**src/verilog/dmc_defines.vh**
```
// timing and width constants for the multiplexed-address dram controller
`ifndef DMC_DEFINES_VH
`define DMC_DEFINES_VH
`define DMC_CLK_NS 10
`define DMC_ADDR_W 16
`define DMC_MUX_W 8
`define DMC_REF_ROWS 128
`define DMC_REF_ROW_W 7
// strobe and write timings in ns
`define DMC_ROW_PRE_NS 140
`define DMC_ROW_PULSE_NS 200
`define DMC_ROW_HOLD_NS 30
`define DMC_COL_LEAD_NS 40
`define DMC_COL_PULSE_NS 110
`define DMC_ACCESS_NS 200
`define DMC_STORE_NS 60
`define DMC_PAUSE_NS 100000
`define DMC_REF_PERIOD_NS 2000000
`define DMC_REF_EACH_NS (`DMC_REF_PERIOD_NS / `DMC_REF_ROWS)
`define DMC_INIT_CYCLES 8
// derived cycle counts; minimums round up
`define DMC_CYC(ns) (((ns) + `DMC_CLK_NS - 1) / `DMC_CLK_NS)
`define DMC_T_PRE `DMC_CYC(`DMC_ROW_PRE_NS)
`define DMC_T_RAS `DMC_CYC(`DMC_ROW_PULSE_NS)
`define DMC_T_RAH `DMC_CYC(`DMC_ROW_HOLD_NS)
`define DMC_T_RCD `DMC_CYC(`DMC_COL_LEAD_NS)
`define DMC_T_CAS `DMC_CYC(`DMC_COL_PULSE_NS)
`define DMC_T_ACC `DMC_CYC(`DMC_ACCESS_NS)
`define DMC_T_WP `DMC_CYC(`DMC_STORE_NS)
// refresh interval rounds down so 128 rows fit in the period
`define DMC_T_REF (`DMC_REF_EACH_NS / `DMC_CLK_NS)
`define DMC_T_PAUSE `DMC_CYC(`DMC_PAUSE_NS)
`endif

```
**src/verilog/dmc_sync.v**
```verilog
// three-stage synchroniser for the data-out pin
`timescale 1ns/100ps
`default_nettype none
module dmc_sync (
  // clock and reset
  input wire mclk_in,
  input wire srst_in,
  // raw pin and filtered level
  input wire pin_in,
  output reg level_out
);
  reg s1;
  reg s2;
  reg s3;
  // first stage only feeds the second; change taken once stages two and three agree
  always @(posedge mclk_in) begin
    if (srst_in) begin
      s1 <= 1'b0;
      s2 <= 1'b0;
      s3 <= 1'b0;
      level_out <= 1'b0;
    end else begin
      s1 <= pin_in;
      s2 <= s1;
      s3 <= s2;
      if (s2 == s3) begin
        level_out <= s3;
      end
    end
  end
endmodule // dmc_sync
`default_nettype wire

```
**src/verilog/dmc_ctrl.v**
```verilog
// host-side controller that drives a 64k x 1 multiplexed-address dram
//==========================================================
`timescale 1ns/100ps
`default_nettype none
`include "dmc_defines.vh"
module dmc_ctrl #(
  parameter [23:0] PAUSE_CYCLES = `DMC_T_PAUSE,
  parameter [23:0] REF_CYCLES = `DMC_T_REF
) (
  // clock and reset
  input wire mclk_in,
  input wire srst_in,
  // user request port
  input wire req_valid_in,
  input wire req_write_in,
  input wire req_rmw_in,
  input wire [15:0] req_addr_in,
  input wire req_data_in,
  output reg req_ready_out,
  output reg rd_valid_out,
  output reg rd_data_out,
  output reg init_done_out,
  // dram pins
  output reg ras_n_out,
  output reg cas_n_out,
  output reg we_n_out,
  output reg [7:0] mux_addr_out,
  output reg din_out,
  input wire dout_in
);
  //==========================================================
  // states
  localparam [3:0] ST_PAUSE = 4'd0;
  localparam [3:0] ST_IDLE = 4'd1;
  localparam [3:0] ST_ROW = 4'd2;
  localparam [3:0] ST_COL = 4'd3;
  localparam [3:0] ST_ACC = 4'd4;
  localparam [3:0] ST_WR = 4'd5;
  localparam [3:0] ST_END = 4'd6;
  localparam [3:0] ST_PRE = 4'd7;
  localparam [3:0] ST_REF = 4'd8;
  // cycle counts held at the timer width; init cycle count at the init counter width
  localparam [23:0] T_PRE = `DMC_T_PRE;
  localparam [23:0] T_RAS = `DMC_T_RAS;
  localparam [23:0] T_RAH = `DMC_T_RAH;
  localparam [23:0] T_RCD = `DMC_T_RCD;
  localparam [23:0] T_ACC = `DMC_T_ACC;
  localparam [23:0] T_WP = `DMC_T_WP;
  localparam [3:0] INIT_N = `DMC_INIT_CYCLES;

  reg [3:0] state;
  reg [23:0] tmr;
  reg [23:0] ref_tmr;
  reg ref_due;
  reg [6:0] ref_row;
  reg [3:0] init_cnt;
  reg op_write;
  reg op_rmw;
  reg [15:0] op_addr;
  reg op_data;
  wire dout_sync;
  wire ref_pending;

  //==========================================================
  // data-out pin enters through the synchroniser
  dmc_sync u_sync (
    .mclk_in(mclk_in),
    .srst_in(srst_in),
    .pin_in(dout_in),
    .level_out(dout_sync)
  );

  assign ref_pending = ref_due | ~init_done_out;

  // refresh interval timer; a new tick wins over the clear
  always @(posedge mclk_in) begin
    if (srst_in) begin
      ref_tmr <= 24'h00_0000;
      ref_due <= 1'b0;
    end else if (ref_tmr >= REF_CYCLES - 24'd1) begin
      ref_tmr <= 24'h00_0000;
      ref_due <= 1'b1;
    end else begin
      ref_tmr <= ref_tmr + 24'd1;
      if (state == ST_REF && tmr == 24'd0) begin
        ref_due <= 1'b0;
      end
    end
  end

  //==========================================================
  // main sequencer
  always @(posedge mclk_in) begin
    if (srst_in) begin
      state <= ST_PAUSE;
      tmr <= 24'h00_0000;
      ref_row <= 7'h00;
      init_cnt <= 4'h0;
      op_write <= 1'b0;
      op_rmw <= 1'b0;
      op_addr <= 16'h0000;
      op_data <= 1'b0;
      req_ready_out <= 1'b0;
      rd_valid_out <= 1'b0;
      rd_data_out <= 1'b0;
      init_done_out <= 1'b0;
      ras_n_out <= 1'b1;
      cas_n_out <= 1'b1;
      we_n_out <= 1'b1;
      mux_addr_out <= 8'h00;
      din_out <= 1'b0;
    end else begin
      rd_valid_out <= 1'b0;
      req_ready_out <= 1'b0;
      if (tmr != 24'd0) begin
        tmr <= tmr - 24'd1;
      end
      case (state)
        ST_PAUSE: begin
          if (tmr == 24'd0) begin
            tmr <= PAUSE_CYCLES;
            state <= ST_PRE;
          end
        end
        ST_IDLE: begin
          if (ref_pending) begin
            // row-only refresh, column strobe stays high
            // no refresh-request pin is driven, so self and pulse refresh never start
            mux_addr_out <= {1'b0, ref_row};
            ras_n_out <= 1'b0;
            tmr <= T_RAS;
            state <= ST_REF;
          end else if (req_valid_in) begin
            op_write <= req_write_in | req_rmw_in;
            op_rmw <= req_rmw_in;
            op_addr <= req_addr_in;
            // device stores complement where row bit 0 equals column bit 1
            op_data <= req_data_in ^ ~(req_addr_in[8] ^ req_addr_in[1]);
            mux_addr_out <= req_addr_in[15:8];
            state <= ST_ROW;
          end else begin
            req_ready_out <= 1'b1;
          end
        end
        ST_ROW: begin
          ras_n_out <= 1'b0;
          tmr <= T_RCD;
          state <= ST_COL;
        end
        ST_COL: begin
          if (tmr <= T_RCD - T_RAH) begin
            mux_addr_out <= op_addr[7:0];
          end
          if (tmr == 24'd0) begin
            din_out <= op_data;
            // early write: write line low on the same clock edge as the column fall
            we_n_out <= ~(op_write & ~op_rmw);
            cas_n_out <= 1'b0;
            tmr <= T_ACC;
            state <= ST_ACC;
          end
        end
        ST_ACC: begin
          if (tmr == 24'd0) begin
            if (!op_write || op_rmw) begin
              // output only trusted for reads and read-write cycles
              rd_valid_out <= 1'b1;
              // taken before the column strobe rises and the output floats
              rd_data_out <= dout_sync ^ ~(op_addr[8] ^ op_addr[1]);
            end
            if (op_rmw) begin
              // delayed write: data captured at the write fall
              we_n_out <= 1'b0;
              tmr <= T_WP;
              state <= ST_WR;
            end else begin
              state <= ST_END;
            end
          end
        end
        ST_WR: begin
          if (tmr == 24'd0) begin
            state <= ST_END;
          end
        end
        ST_END: begin
          // strobes rise first; write line released after them
          ras_n_out <= 1'b1;
          cas_n_out <= 1'b1;
          tmr <= T_PRE;
          state <= ST_PRE;
        end
        ST_PRE: begin
          we_n_out <= 1'b1;
          if (tmr == 24'd0) begin
            if (init_cnt == INIT_N) begin
              init_done_out <= 1'b1;
            end
            state <= ST_IDLE;
          end
        end
        ST_REF: begin
          if (tmr == 24'd0) begin
            ras_n_out <= 1'b1;
            ref_row <= ref_row + 7'd1;
            if (init_cnt != INIT_N) begin
              init_cnt <= init_cnt + 4'd1;
            end
            tmr <= T_PRE;
            state <= ST_PRE;
          end
        end
        default: begin
          state <= ST_IDLE;
        end
      endcase
    end
  end
endmodule // dmc_ctrl
`default_nettype wire

```
**config.mk**
```make
export PLATFORM = sky130hd
export DESIGN_NAME = dmc_ctrl
export DESIGN_NICKNAME = d
export VERILOG_FILES = /design/src/verilog/dmc_sync.v /design/src/verilog/dmc_ctrl.v
export VERILOG_INCLUDE_DIRS = /design/src /design/src/verilog
export SDC_FILE = /design/constraint.sdc
export NUM_CORES = 1
export LEC_CHECK = 0
export BUFFER_PORTS_ARGS = -buffer_cell sky130_fd_sc_hd__buf_2
export CORE_MARGIN = 8
export CORE_UTILIZATION = 43
export CTS_CLUSTER_DIAMETER = 200
export DETAILED_ROUTE_END_ITERATION = 10
export PLACE_DENSITY_LB_ADDON = 0.15
export SYNTH_ARGS = -nofsm -noshare
export SYNTH_HDL_FRONTEND = slang
export SYNTH_SLANG_ARGS = --single-unit
```
**constraint.sdc**
```tcl
create_clock -name mclk_in -period 3.24 [get_ports mclk_in]
set_clock_uncertainty 0.1 [all_clocks]
set_input_delay 0.162 -clock mclk_in [delete_from_list [all_inputs] [get_ports mclk_in]]
set_output_delay 0.162 -clock mclk_in [all_outputs]
set_load 0.1 [all_outputs]
```
==> impl_metrics.toml <==
[place]
port_buffers = 38
hpwl_um = 8530
placed_cells = 742
pre_cts_slack_ns = 0.593
place.gp.congestion = 0.901

[sta]
setup_ws_ns = 0.495
fmax_mhz = 364
drv_slew = 0
hold_viol = 0
period_share_pct = 84.7
rsz0062_at_grt = "no"
tightestPinTransition_ns = 0.786
fin_crit_ns = 2.75
setup_tns_ns = 0
maxSlewHeadroom_pct = 47.5
setup_viol = 0

[global_routing]
grt_usage_pct = 16.8
antenna_found_initial = 0
grt_pass1_vias = 4154
grt_max_degree = 54
grt_pass1_wl_um = 20100
grt_overflow = 0

[route]
drc = 0
via_per_inst = 5.59
wl_met1_um = 5550
met2_length_um = 5600
route.met3.wl_um = 513
antenna_left = 0
num_vias = 4307
drtPass1Iterations = 7
wire_per_inst_um = 15.4
drt-total-wl_um = 11900
top_layer = "met4"
first_iter_violations = 359

[clock_tree]
cts.sinks = 96
numCtsBuffers = 9
clockBufferDepth = 2
ctsHtreeMaxLevel = 3
clk_pin_slew_ns = 0.10
post_cts_buffers = 0
tritoncts = "done"
cts_root_buffer = "clkbuf_8"
cts_resized = 0
clock_latency_ns = 0.38

[finish]
n_antenna_cell = 0
nFillCells = 1072
multiInputGateArea_um2 = 2660
nets = 659
fin_util_pct = 50.4
drive_gt1_share_pct = 13.2
seq_area_um2 = 1920
layout.cells.non_filler = 771
synthToLayoutAreaGrowth_pct = 15.2

[yosys]
synth_area_um2 = 4720
synthTopCellsByCount = "dfxtp_1 (96), nor2_1 (77), nand2_1 (44)"
synth_seq_cells = 96
synth_area_leaders = "dfxtp_1 (41%), nor2_1 (6.1%), a21oi_1 (4.1%)"
yosys.area.top_type = "dfxtp_1"
synth-xor-area-share_pct = 5.19
synth_edf_count = 0
synthSimpleGateAreaFrac_pct = 27.3
syn-mean-instance-area_um2 = 8.33
synth_top_cell_area_share_pct = 40.7
syn_inst = 567
synthAdderAreaFrac_pct = 2.65
synthFlopType = "dfxtp_1"
synth_compound_area_share_pct = 17.1
synthMuxAreaShare_pct = 2.97
yosysMostFrequentCell = "dfxtp_1"
synthArstFlopShare_pct = 0
synth_top_family_by_area = "simple AND/OR/NAND/NOR gates"
yosysUniqueCellTypes = 64
ys_seq_area_share_pct = 40.7
ys_warn_count = 0

[critical_path]
r2r_setup_slack_ns = 0.49
crit_type = "flop to flop"
endpoint_kind = "flop"
reg2reg_depth = 5
arrival_ns = 2.95
required_ns = 3.45
r2r-start = "state[1]"
start_kind = "flop"
critPathMaxFanout = 24
r2r_end = "mux_addr_out[6]"

[floorplanning]
die-area_um2 = 14600
die_w_um = 121
die_h_um = 121
rows = 38
start_util_pct = 43.8
core_um2 = 10800
ios = 39

[pwr]
ir_worst_vdd_uv = 333
p_per_area_nw_per_um2 = 736
power.leakage_uw = 0.00212

[flow_run]
drv_cap = 0

[worst_hold_path]
min_from = "req_addr_in[15]"
hold_class = "input port to flop"
whs_path_depth = 4
holdPathEnd = "mux_addr_out[7]"

[status]
status = "finished clean"
==> cell usage in the layout, fill, tap and decap left out, types with 6 or more instances in the layout <==
cell and instances:
a21oi_1 39, and3_1 11, buf_2 38, buf_4 14, clkbuf_8 10, conb_1 13
dfxtp_1 96, dlygate4sd3_1 13, ha_1 10, inv_1 17, mux2i_1 14, nand2_1 44
nand3_1 18, nand4_1 12, nor2_1 77, nor2b_1 6, nor3_1 15, nor4_1 11
o211ai_1 7, o21ai_0 31, or2_2 6, or4_1 12, xnor2_1 15, xor2_1 13
==> cell families after synthesis <==
group,Yosys count
muxes,14
AOI/OAI and AO/OA,127
xor gates and xnor gates,28
and+or+nand+nor,244
buffers and inverters,47
other,1
adders and majority gates,10
DFF,96
==> cell type report <==
class                      count  share of cell area, %
timing repair buffer          65                   7.82
clock inverter                 6                  0.943
sequential                    96                   35.3
clock buffer                  10                   2.53
tap                          140                   3.22
multi-input combinational    436                   48.9
inverter                      18                   1.24
==> worst max path at each step <==
| stage | end | cells past startpoint | slack, ns | startpoint |
|---|---|---|---|---|
| 2_1_floorplan | op_addr[2] | 7 | 0.55 | init_done_out |
| 3_3_place_gp | mux_addr_out[1] | 5 | 0.65 | state[1] |
| 3_5_place_dp | mux_addr_out[6] | 5 | 0.59 | state[1] |
| 4_1_cts | mux_addr_out[6] | 5 | 0.55 | state[1] |
| 5_1_grt | mux_addr_out[2] | 5 | 0.31 | state[1] |
| 6_report | mux_addr_out[6] | 5 | 0.49 | state[1] |
==> per-layer routing <==
layer	up-vias	GRT usage, %
met1	2026	21.9
li1	2151	-
met3	19	2.89
met2	111	26.7
met4	0	7.65
met5	-	0
==> where the power goes <==
part | total (uW) | switching [uW] | internal, uW
Combinational | 1750 | 1080 | 668
Sequential | 1490 | 187 | 1310
Clock | 759 | 448 | 311
==> sequential cells by signal, summed over array words and instances (netlist names) <==
name / count
init_cnt: 4
ref_row: 7
u_sync.level_out: 1
u_sync.s1: 1
rd_valid_out: 1
cas_n_out: 1
din_out: 1
op_addr: 9
ref_due: 1
state: 4
op_data: 1
u_sync.s2: 1
init_done_out: 1
mux_addr_out: 8
rd_data_out: 1
ref_tmr: 24
op_rmw: 1
we_n_out: 1
op_write: 1
req_ready_out: 1
tmr: 24
ras_n_out: 1
u_sync.s3: 1
==> worst max-delay path, cell delays in order, from the launching register on <==
cell	delay [ns]
dfxtp_1	0.85
nor2_1	0.26
nand4b_1	0.28
nand3_1	0.40
or4_1	0.64
a21oi_1	0.15
==> repair_timing <==
action                                  CTS  global route
endpoints found under the setup margin    0             0
hold buffers                             13             0
hold endpoints to repair                 13             0
==> stage by stage <==
step / power [uW] / hold slack [ns] / cell area, um^2
2_1_floorplan: 2770 / 0.190 / 4770
3_5_place_dp: 3230 / 0.280 / 5120
6_report: 4000 / 0.0529 / 5440
3_3_place_gp: 3210 / 0.283 / 5120
4_1_cts: 4020 / 0.0435 / 5440
5_1_grt: 4290 / 0.0700 / 5440
No activity file was read; power rests on OpenSTA's default activity.
